--- src/serp_pkg.sv ---
// Package for the status, error report and standby block.
// Assumes one 200 MHz clock shared by every user of these constants.
package serp_pkg;
  // Bit positions in the status byte.
  localparam int unsigned ST_READY = 0;
  localparam int unsigned ST_POR = 1;
  localparam int unsigned ST_SELFTEST = 2;
  localparam int unsigned ST_EVENT = 3;
  localparam int unsigned ST_LOWBAT = 4;
  localparam int unsigned ST_ABNORMAL = 5;
  localparam int unsigned ST_SERVICE = 6;
  // Bit positions in the command error flags.
  localparam int unsigned GE_METER_OFF = 0;
  localparam int unsigned GE_TALK_NODATA = 1;
  localparam int unsigned GE_SYNTAX = 2;
  localparam int unsigned GE_WRONG_OPTION = 3;
  localparam int unsigned GE_LOWBAT_CMD = 4;
  localparam int unsigned GE_EMPTY_LIST = 5;
  localparam int unsigned GE_LIST_FULL = 6;
  // Report layout.
  localparam int unsigned REPORT_LEN = 24;
  localparam int unsigned ERROR_REGS = 4;
  localparam int unsigned EXTRA_REGS = 20;
  localparam int unsigned LIST_MAX = 30;
  // Reset values.
  localparam logic [7:0] STATUS_RESET = 8'h02;
  localparam logic [7:0] FLAGS_RESET = 8'h00;
  // Timing of the low-battery shutdown.
  localparam longint unsigned CLK_HZ = 200000000;
  localparam longint unsigned LOWBAT_DELAY_S = 180;
  localparam longint unsigned LOWBAT_CYCLES = CLK_HZ * LOWBAT_DELAY_S;
  // Valid bits of the service mask and of the status byte.
  localparam logic [7:0] STATUS_USED = 8'h7f;
  localparam logic [7:0] MASKABLE = 8'h2f;
endpackage : serp_pkg

--- src/serp_status_report.sv ---
// Status byte, three error flag registers, the register report sequence
// and the standby, wake and low-battery shutdown control.
// Assumes the loop interface decodes commands into one-cycle strobes and
// requests one register per input transfer strobe.
// Operation
// - Report queues status then three error registers.
// - Report exposes 24 registers; 20 extra.
// - Status byte clears once returned first.
// - Error registers clear after all four read.
// - Register value is binary weighted byte.
// - Any recorded error sets abnormal bit 5.
// - Status byte bit layout fixed, bit7 zero.
// - Command error register bit layout fixed.
// - Illegal command sets syntax bit and abnormal.
// - Hardware fault register bit layout fixed.
// - Calibration fault register bit layout fixed.
// - Standby first saves channel configuration.
// - Standby holds relays, floats outputs, stops totalize.
// - Any loop traffic wakes from standby.
// - Wake compares configuration; mismatch forces self-test.
// - Low battery sets bits 6,5,4, lights indicator.
// - Three minutes later open relays, power down.
// - After battery shutdown ignore wake until power cycle.
// - Service bit follows mask match on lower bits.
// - Low-battery bit cleared only by power cycle.
`timescale 1ns/10ps
`default_nettype none
module serp_status_report #(
  parameter int unsigned CFG_WIDTH = 32,
  parameter int unsigned RELAY_WIDTH = 32,
  parameter int unsigned DOUT_WIDTH = 16,
  parameter longint unsigned SHUTDOWN_CYCLES = serp_pkg::LOWBAT_CYCLES
) (
  // Clock and reset
  input wire logic SYS_CLK_IN,
  input wire logic RST_IN,
  // Decoded commands from the loop interface
  input wire logic REPORT_REGISTERS_CMD_IN,
  input wire logic INPUT_TRANSFER_IN,
  input wire logic STATUS_POLL_CMD_IN,
  input wire logic STANDBY_CMD_IN,
  input wire logic WAKE_CMD_IN,
  input wire logic LOOP_ACTIVITY_IN,
  input wire logic ILLEGAL_CMD_IN,
  // Event sources
  input wire logic [7:0] CMD_ERROR_SET_IN,
  input wire logic [7:0] HW_FAULT_SET_IN,
  input wire logic [7:0] CAL_FAULT_SET_IN,
  input wire logic DATA_READY_SET_IN,
  input wire logic DATA_READY_CLR_IN,
  input wire logic MONITOR_EVENT_IN,
  input wire logic SELFTEST_FAIL_IN,
  input wire logic LOW_BATTERY_IN,
  input wire logic [7:0] SERVICE_MASK_IN,
  input wire logic [8*serp_pkg::EXTRA_REGS-1:0] EXTRA_REGS_IN,
  // Configuration and outputs under standby control
  input wire logic [CFG_WIDTH-1:0] CHANNEL_CONFIG_IN,
  input wire logic [RELAY_WIDTH-1:0] RELAY_CMD_IN,
  input wire logic [DOUT_WIDTH-1:0] DOUT_CMD_IN,
  input wire logic TOTALIZE_CMD_IN,
  // Report answer
  output logic [7:0] REPORT_DATA_OUT,
  output logic REPORT_VALID_OUT,
  output logic [7:0] STATUS_BYTE_OUT,
  // Power state
  output logic STANDBY_OUT,
  output logic SHUTDOWN_OUT,
  output logic SELFTEST_RESET_OUT,
  output logic ERROR_LED_OUT,
  output logic [RELAY_WIDTH-1:0] RELAY_OUT,
  output logic [DOUT_WIDTH-1:0] DOUT_OUT,
  output logic [DOUT_WIDTH-1:0] DOUT_OE_N_OUT,
  output logic TOTALIZE_OUT
);
  localparam int unsigned EXTRA_W = 8 * serp_pkg::EXTRA_REGS;
  localparam int unsigned TMR_W = 36;

  typedef enum logic [1:0] {
    SERP_RUN,
    SERP_STANDBY,
    SERP_DEAD
  } serp_pwr_t;

  typedef struct packed {
    serp_pwr_t pwr;
    logic [7:0] status;
    logic [7:0] gen_err;
    logic [7:0] hw_err;
    logic [7:0] cal_err;
    logic active;
    logic [4:0] idx;
    logic [7:0] data;
    logic valid;
    logic lowbat;
    logic [CFG_WIDTH-1:0] saved_cfg;
    logic [RELAY_WIDTH-1:0] relays;
    logic [DOUT_WIDTH-1:0] dout;
    logic dout_float;
    logic totalize;
    logic selftest_rst;
  } serp_state_t;

  serp_state_t st_reg;
  serp_state_t st_next;
  logic tmr_running;
  logic tmr_done;
  logic tmr_start;

  // Selects one byte of the report; the extra registers follow the four.
  // Bit 7 of the command and calibration flags is undefined and reads 0.
  function automatic logic [7:0] pick(input serp_state_t s,
                                      input logic [4:0] i,
                                      input logic [EXTRA_W-1:0] ex);
    logic [7:0] r;
    r = 8'h00;
    case (i)
      5'h00: r = s.status & serp_pkg::STATUS_USED;
      5'h01: r = s.gen_err & 8'h7f;
      5'h02: r = s.hw_err;
      5'h03: r = s.cal_err & 8'h7f;
      default: r = ex[8*(i-5'h04) +: 8];
    endcase
    return r;
  endfunction : pick

  // True when the report pointer stands on register n.
  function automatic logic at_reg(input logic [4:0] i,
                                  input int unsigned n);
    return i == 5'(n);
  endfunction : at_reg

  // Held while the battery is low, and dropped on the done cycle so that
  // the timer does not rearm on the edge that enters shutdown.
  assign tmr_start = st_reg.lowbat && (st_reg.pwr != SERP_DEAD)
    && !tmr_done;

  // Three-minute timer; its long count stays a parameter for simulation.
  serp_timer #(
    .WIDTH(TMR_W)
  ) u_timer (
    .clk_in(SYS_CLK_IN),
    .rst_in(RST_IN),
    .start_in(tmr_start),
    .count_in(TMR_W'(SHUTDOWN_CYCLES)),
    .running_out(tmr_running),
    .done_out(tmr_done)
  );

  always_comb
  begin
    logic any_err;
    logic [7:0] mask_hit;
    logic awake;
    logic traffic;
    any_err = 1'b0;
    mask_hit = 8'h00;
    awake = 1'b0;
    traffic = 1'b0;
    st_next = st_reg;
    st_next.valid = 1'b0;
    st_next.selftest_rst = 1'b0;
    awake = st_reg.pwr == SERP_RUN;
    // Activity, wake, report, transfer and poll strobes count as traffic that ends standby.
    traffic = LOOP_ACTIVITY_IN || WAKE_CMD_IN || REPORT_REGISTERS_CMD_IN
      || INPUT_TRANSFER_IN || STATUS_POLL_CMD_IN;

    // Clears first, so that events of the same cycle win.
    if (awake && STATUS_POLL_CMD_IN)
    begin
      st_next.status[serp_pkg::ST_READY] = 1'b0;
      st_next.status[serp_pkg::ST_POR] = 1'b0;
      st_next.status[serp_pkg::ST_EVENT] = 1'b0;
      st_next.status[serp_pkg::ST_ABNORMAL] = 1'b0;
    end
    if (DATA_READY_CLR_IN)
    begin
      st_next.status[serp_pkg::ST_READY] = 1'b0;
    end

    // Report sequencing, one register per input transfer.
    if (awake && REPORT_REGISTERS_CMD_IN)
    begin
      st_next.active = 1'b1;
      st_next.idx = 5'h00;
    end
    else if (awake && st_reg.active && INPUT_TRANSFER_IN)
    begin
      st_next.data = pick(st_reg, st_reg.idx, EXTRA_REGS_IN);
      st_next.valid = 1'b1;
      if (at_reg(st_reg.idx, 0))
      begin
        st_next.status = 8'h00;
      end
      // A report cut short before the fourth read leaves all three error registers set.
      if (at_reg(st_reg.idx, serp_pkg::ERROR_REGS - 1))
      begin
        st_next.gen_err = serp_pkg::FLAGS_RESET;
        st_next.hw_err = serp_pkg::FLAGS_RESET;
        st_next.cal_err = serp_pkg::FLAGS_RESET;
      end
      if (at_reg(st_reg.idx, serp_pkg::REPORT_LEN - 1))
      begin
        st_next.active = 1'b0;
      end
      else
      begin
        st_next.idx = st_reg.idx + 5'h01;
      end
    end

    // Event capture.
    st_next.gen_err = st_next.gen_err | CMD_ERROR_SET_IN;
    if (ILLEGAL_CMD_IN)
    begin
      st_next.gen_err[serp_pkg::GE_SYNTAX] = 1'b1;
    end
    st_next.hw_err = st_next.hw_err | HW_FAULT_SET_IN;
    st_next.cal_err = st_next.cal_err | CAL_FAULT_SET_IN;
    if (DATA_READY_SET_IN)
    begin
      st_next.status[serp_pkg::ST_READY] = 1'b1;
    end
    if (MONITOR_EVENT_IN)
    begin
      st_next.status[serp_pkg::ST_EVENT] = 1'b1;
    end
    if (SELFTEST_FAIL_IN)
    begin
      st_next.status[serp_pkg::ST_SELFTEST] = 1'b1;
    end
    any_err = ILLEGAL_CMD_IN || SELFTEST_FAIL_IN
      || (|CMD_ERROR_SET_IN) || (|HW_FAULT_SET_IN) || (|CAL_FAULT_SET_IN);
    if (any_err)
    begin
      st_next.status[serp_pkg::ST_ABNORMAL] = 1'b1;
    end

    // Low battery is sticky until the power cycle resets the block.
    if (LOW_BATTERY_IN)
    begin
      st_next.lowbat = 1'b1;
    end
    if (st_next.lowbat)
    begin
      st_next.status[serp_pkg::ST_LOWBAT] = 1'b1;
      st_next.status[serp_pkg::ST_ABNORMAL] = 1'b1;
    end

    // Service request follows the mask; low battery forces it on.
    mask_hit = st_next.status & SERVICE_MASK_IN & serp_pkg::MASKABLE;
    st_next.status[serp_pkg::ST_SERVICE] = (|mask_hit)
      || st_next.lowbat;
    st_next.status[7] = 1'b0;

    // Power control.
    // Relays load only while running, so standby holds them as they were.
    case (st_reg.pwr)
      SERP_RUN:
      begin
        st_next.relays = RELAY_CMD_IN;
        st_next.dout = DOUT_CMD_IN;
        st_next.dout_float = 1'b0;
        st_next.totalize = TOTALIZE_CMD_IN;
        if (STANDBY_CMD_IN)
        begin
          st_next.saved_cfg = CHANNEL_CONFIG_IN;
          st_next.pwr = SERP_STANDBY;
          st_next.dout_float = 1'b1;
          st_next.totalize = 1'b0;
        end
      end
      SERP_STANDBY:
      begin
        // Relays keep their values because nothing reloads them here.
        st_next.dout_float = 1'b1;
        st_next.totalize = 1'b0;
        if (traffic)
        begin
          st_next.pwr = SERP_RUN;
          st_next.dout_float = 1'b0;
          if (CHANNEL_CONFIG_IN != st_reg.saved_cfg)
          begin
            st_next.selftest_rst = 1'b1;
            st_next.active = 1'b0;
            // The forced reset path reports itself like a power-on reset.
            st_next.status[serp_pkg::ST_POR] = 1'b1;
          end
        end
      end
      SERP_DEAD:
      begin
        // Only RST_IN, the line power cycle, leaves this state.
        st_next.relays = '0;
        st_next.dout_float = 1'b1;
        st_next.totalize = 1'b0;
        st_next.active = 1'b0;
      end
      default:
      begin
        st_next.pwr = SERP_RUN;
      end
    endcase

    if (tmr_done && st_reg.pwr != SERP_DEAD)
    begin
      st_next.pwr = SERP_DEAD;
      st_next.relays = '0;
      st_next.dout_float = 1'b1;
      st_next.totalize = 1'b0;
      st_next.active = 1'b0;
    end
  end

  always_ff @(posedge SYS_CLK_IN or posedge RST_IN)
  begin
    if (RST_IN)
    begin
      // Only this reset, the line power cycle, clears the battery latch.
      st_reg <= '0;
      st_reg.pwr <= SERP_RUN;
      st_reg.status <= serp_pkg::STATUS_RESET;
      st_reg.dout_float <= 1'b0;
    end
    else
    begin
      st_reg <= st_next;
    end
  end

  assign REPORT_DATA_OUT = st_reg.data;
  assign REPORT_VALID_OUT = st_reg.valid;
  assign STATUS_BYTE_OUT = st_reg.status;
  assign STANDBY_OUT = st_reg.pwr != SERP_RUN;
  assign SHUTDOWN_OUT = st_reg.pwr == SERP_DEAD;
  assign SELFTEST_RESET_OUT = st_reg.selftest_rst;
  assign ERROR_LED_OUT = st_reg.lowbat;
  assign RELAY_OUT = st_reg.relays;
  assign DOUT_OUT = st_reg.dout;
  assign DOUT_OE_N_OUT = {DOUT_WIDTH{st_reg.dout_float}};
  assign TOTALIZE_OUT = st_reg.totalize;
endmodule : serp_status_report
`default_nettype wire

--- src/serp_timer.sv ---
// Down counter that fires once a given number of cycles after a start.
// Assumes start is a synchronous single-cycle or level request.
`timescale 1ns/10ps
`default_nettype none
module serp_timer #(
  parameter int unsigned WIDTH = 36
) (
  // Clock and reset
  input wire logic clk_in,
  input wire logic rst_in,
  // Control
  input wire logic start_in,
  input wire logic [WIDTH-1:0] count_in,
  // Result
  output logic running_out,
  output logic done_out
);
  typedef struct packed {
    logic run;
    logic done;
    logic [WIDTH-1:0] cnt;
  } serp_tmr_t;

  serp_tmr_t st_reg;
  serp_tmr_t st_next;

  always_comb
  begin
    st_next = st_reg;
    st_next.done = 1'b0;
    if (start_in && !st_reg.run)
    begin
      st_next.run = 1'b1;
      st_next.cnt = count_in;
    end
    else if (st_reg.run)
    begin
      if (st_reg.cnt <= {{(WIDTH-1){1'b0}}, 1'b1})
      begin
        st_next.run = 1'b0;
        st_next.done = 1'b1;
      end
      else
      begin
        st_next.cnt = st_reg.cnt - {{(WIDTH-1){1'b0}}, 1'b1};
      end
    end
  end

  always_ff @(posedge clk_in or posedge rst_in)
  begin
    if (rst_in)
    begin
      st_reg <= '0;
    end
    else
    begin
      st_reg <= st_next;
    end
  end

  assign running_out = st_reg.run;
  assign done_out = st_reg.done;
endmodule : serp_timer
`default_nettype wire

--- config.mk ---
export PLATFORM = sky130hd
export DESIGN_NAME = serp_status_report
export DESIGN_NICKNAME = d
export VERILOG_FILES = /design/src/serp_pkg.sv /design/src/serp_status_report.sv /design/src/serp_timer.sv
export SDC_FILE = /design/constraint.sdc
export NUM_CORES = 1
export LEC_CHECK = 0
export BUFFER_PORTS_ARGS = -buffer_cell sky130_fd_sc_hd__buf_2
export CORE_MARGIN = 2
export CORE_UTILIZATION = 30
export DETAILED_ROUTE_END_ITERATION = 6
export PLACE_DENSITY = 0.63
export SLEW_MARGIN = 40
export SYNTH_ARGS = -nofsm -noshare
export SYNTH_HDL_FRONTEND = slang
export SYNTH_HIERARCHICAL = 1
export SYNTH_SLANG_ARGS = --single-unit
--- constraint.sdc ---
create_clock -name SYS_CLK_IN -period 9.07 [get_ports SYS_CLK_IN]
set_clock_uncertainty 0.15 [all_clocks]
set_input_delay 1.3605 -clock SYS_CLK_IN [delete_from_list [all_inputs] [get_ports SYS_CLK_IN]]
set_output_delay 1.3605 -clock SYS_CLK_IN [all_outputs]
set_load 0.03 [all_outputs]
======== Word-level counts from Yosys, hierarchy flattened ========
Cells that the tools add are included.
operators by class
  equality and inequality tests ........... 13
  shift operators ......................... 1
  add/sub/neg operators ................... 3
  reduce and logical (&&, ||, !) cells .... 35
  mux-type cells .......................... 46
  $lt $le $gt $ge ......................... 1
  bitwise operators ....................... 5
operators with widths
  cell                                                                               count
  160-bit by 33-bit variable part select with 8-bit output                           1
  36-bit two-way mux                                                                 2
  32-bit one-hot mux with 2 select lines                                             1
  45-bit two-way mux                                                                 1
  38-bit two-way mux                                                                 1
  36-bit by 1-bit less-or-equal comparator with 1-bit output, second input constant  1
  36-bit by 1-bit subtractor with 36-bit output, second input constant               1
  32-bit two-way mux                                                                 1
  32-bit inequality test                                                             1
  8-bit one-hot mux with 4 select lines                                              1
  30-bit two-way mux                                                                 1
  24-bit two-way mux                                                                 1
  8-bit OR                                                                           3
  8-bit OR reduction                                                                 3
  1-bit two-way mux                                                                  23
  2-bit two-way mux                                                                  8
  6-bit two-way mux                                                                  2
  2-bit one-hot mux with 3 select lines                                              2
  5-bit by 2-bit equality test with 1-bit output, second input constant              2
  1-bit logical OR                                                                   9
  1-bit logical AND                                                                  8
  2-bit AND reduction                                                                4
  6-bit AND                                                                          1
  2-bit nonzero test                                                                 3
  other kinds (20)                                                                   23
word-level totals
  flip-flop bits (word level) ............. 170
  output and inout port bits .............. 86
  logic and storage cells ................. 123

======== Logic depth before layout (Yosys ltp) ========
  word-level depth ........................ 12
  depth in mapped cells ................... 11

======== By module ========
The synthesis kept the hierarchy.
modules (own cells, without submodules)
  module              times used  area an instance (µm²)  cells each  seq. area each (µm²)
  serp_status_report  1           7613.6                  671         3254.4
  serp_timer          1           2549.9                  302         950.9

======== Worst setup path after synthesis ========
No wires, ideal clock.
  kind .................................... input port to flip-flop
  from .................................... input port REPORT_REGISTERS_CMD_IN
  to ...................................... register st_reg (netlist bit STATUS_BYTE_OUT[6])
  setup time .............................. 132 ps
  path buffers ............................ 0
  stages .................................. 6
  setup slack ............................. 6333 ps
  arrival ................................. 2454 ps
  cells stage by stage .................... nand4b_1 -> inv_2 -> a32oi_1 -> a21o_1 -> a222oi_1 -> nand3_1
RTL lines
  what                    line                       source
  start: declaration      serp_status_report.sv:38   input wire logic REPORT_REGISTERS_CMD_IN,
  end signal: assignment  serp_status_report.sv:326  st_reg <= st_next;
  end: declaration        serp_status_report.sv:103  serp_state_t st_reg;

======== Worst setup path in the final report ========
  from .................................... register st_reg[131] (netlist bit)
  to ...................................... output port STANDBY_OUT
between the ends
  cells in the longest elaborated chain, start to end .. 1
RTL lines
  what                line                       source
  2-bit nonzero test  serp_status_report.sv:333  assign STANDBY_OUT = st_reg.pwr != SERP_RUN;
  end: declaration    serp_status_report.sv:66   output logic STANDBY_OUT,
Every way passes these cells.

==> reports/qor.yml <==
outcome: "completed"
cp_max_fo: 27
io_buffers: 368
ctsResizeCount: 0
hold_viol: 0
wl_per_cell_um: 18.6
cts_sinks: 168
synthArstFlopShare_pct: 100
synthCells: 973
die_h_um: 188
cp-end-kind: "output port"
slew_viol_final: 0
synth_edf_count: 0
track_usage_pct: 17.8
synth_top_area_cell: "dfrtp_1"
grt_max_degree: 68
fin_area_mm2: 0.0125
pwr-share-comb_pct: 7.7
cts_made_buffers: 17
vias: 8741
initial_core_util_pct: 30.4
worstPathArrival_ps: 1930
core_area_mm2: 0.0334
synth_area_mm2: 0.0102
seq_area_frac_synth_pct: 41.4
worst_slew_pin_slew_ps: 790
regArea_mm2: 0.00421
post_cts_buffers: 0
drt_first_pass_iters: 6
htree_num_levels: 4
dr.first_iter.drc_count: 537
hold_ws_ps: 326
irDropWorstVdd_mv: 0.106
clock_path_buffers: 2
grt_pass1_wl_um: 49100
cts_tree: "yes"
gp_congestion: 0.878
multi_input_area_mm2: 0.00514
grt_pass1_vias: 8831
avgViaCountPerCell: 5.05
p_switching_mw: 0.372
ys_warn_count: 6
wl_um: 32200
finalSetupTns_ps: 0
fin_util_pct: 37.4
drc: 0
swShare_pct: 23.4
setup-violations-final: 0
dpl-instance-area_mm2: 0.0119
grt-ovfl-total: 0
internal-power_mw: 1.22
power.leakage_nw: 5.64
critical_path_class: "flop to output port"
nets: 1571
synth_cell_types: 76
drv_cap: 0
syn_avg_cell_area_um2: 10.4
io_pins: 373
final.setup.worst_slack_ps: 5630
rows: 67
clock_latency_ps: 430
fmax_ghz: 0.291
period_needed_ps: 3440
rsz0062_at_grt: "no"
ant_nets: 0
finalCritPeriodShare_pct: 37.9
clk_pin_slew_ps: 60
place_worst_setup_slack_ps: 5260
dp_hpwl_um: 24700
synth-seq-cells: 168
fp.dieArea_mm2: 0.0354
ys_top_cells_by_area: "dfrtp_1 41%, buf_4 6.2%, mux2i_1 5.5%"
drive_gt1_share_pct: 38.6
cts.hold.buffers_added: 0
fill_cells: 3328
cellPowerDensity_mw_per_mm2: 127
sequentialPowerShare_pct: 47.2
cts-root-buf: "clkbuf_16"
relSlewSlack_pct: 46.8
pwr-share-clk_pct: 45.1
cp.required_ps: 7560
largest_register_ffs: 62
worstHoldPathType: "flop to flop"
antenna_found_initial: 3
die_w_um: 188
ys_dominant_reg_cell: "dfrtp_1"
areaGrowthSynthToFinish_pct: 23.0
startpoint_type: "flop"
yosysTopAreaCellShare_pct: 41.1
[critical path: stages (launching register included)]
cell and delay (ps):
dfrtp_1 400, inv_1 90, ha_1 170, buf_4 380, inv_1 210, buf_2 240
[power by group through the flow]
| stage | clock network [mW] | logic (mW) | registers, mW |
|---|---|---|---|
| floorplan | 0 | 0.0416 | 0.765 |
| finish | 0.717 | 0.123 | 0.751 |
| global placement | 0 | 0.122 | 0.766 |
| detailed placement | 0 | 0.124 | 0.766 |
| global route | 0.767 | 0.136 | 0.751 |
| CTS | 0.738 | 0.125 | 0.751 |
[synthesized netlist by cell type, types with 4 or more instances]
library cell,number
nand3_1,26
mux4_2,9
a31oi_1,6
a22oi_1,35
a21o_1,28
ha_1,13
nand2_1,29
nand2b_1,5
nor3_1,19
or3_1,5
buf_2,9
a221oi_1,7
nand4_1,15
nor4_1,19
buf_4,84
a21oi_1,36
buf_1,4
a211o_1,10
or2_2,4
mux2i_1,56
a211oi_1,5
dfrtp_1,167
nor2_1,39
or4_1,4
nand4b_1,5
and3_1,4
o22ai_1,23
nor2b_1,8
mux2_2,48
xor2_1,4
and2_1,4
o21ai_0,39
clkbuf_1,35
inv_1,21
o31ai_1,5
a32oi_1,8
a22o_1,34
xnor2_1,39
[kinds of logic after synthesis]
logic type      count (synthesis)  synth area share (%)
xor+xnor                       43                  3.71
compound gates                265                  18.6
flops                         168                  41.4
buf+inv                       161                  9.75
other cells                     2                0.0739
fa+ha+maj                      13                  1.60
mux                           116                  13.6
simple gates                  205                  11.3
[routing by layer]
| metal | share of wire, % | GRT usage, % | vias to the layer above |
|---|---|---|---|
| met4 | 3.4 | 7.27 | 0 |
| met5 | 0 | 0 | - |
| met3 | 5.0 | 3.24 | 51 |
| li1 | - | - | 4137 |
| met2 | 54 | 33.4 | 279 |
| met1 | 38 | 19.6 | 4274 |
[worst paths after layout]
path / start / to / slack, ps / cells after the start
min in group asynchronous: RST_IN / st_reg[62]$_DFFE_PP0P_ / 900 / 2
hold reg to reg: TOTALIZE_OUT$_DFFE_PP0P_ / TOTALIZE_OUT$_DFFE_PP0P_ / 330 / 2
setup / recovery: st_reg[131]$_DFFE_PP0P_ / STANDBY_OUT / 5630 / 5
setup reg to reg: u_timer/st_reg[2]$_DFFE_PP0P_ / u_timer/st_reg[9]$_DFFE_PP0P_ / 5960 / 5
max in group asynchronous: RST_IN / RELAY_OUT[9]$_DFFE_PP0P_ / 6850 / 3
hold / removal: TOTALIZE_OUT$_DFFE_PP0P_ / TOTALIZE_OUT$_DFFE_PP0P_ / 330 / 2
[placed cells by master (no fill, tap or decap), types with 25 or more instances in the layout]
master     n
a21o_1    28
a21oi_1   36
a22o_1    34
a22oi_1   35
buf_2    368
conb_1    38
dfrtp_1  165
mux2_2    48
mux2i_1   56
nand2_1   29
nand3_1   25
nor2_1    39
o21ai_0   39
xnor2_1   39
[through the flow]
step / power (mW) / cells
final: 1.59 / 1732
after global routing: 1.65 / 1732
after CTS: 1.61 / 1731
after detailed placement: 0.889 / 1700
after global placement: 0.887 / 1698
after floorplan: 0.806 / 1009
[layout make-up]
cell class,instances,share of cell area (%)
inverter,23,0.730
clock inverter,10,0.980
sequential,168,33.6
tap,448,4.48
timing repair buffer,381,15.5
antenna,1,0.0200
clock buffer,21,3.52
multi-input combinational,680,41.1
(Power assumes the default switching activity.)
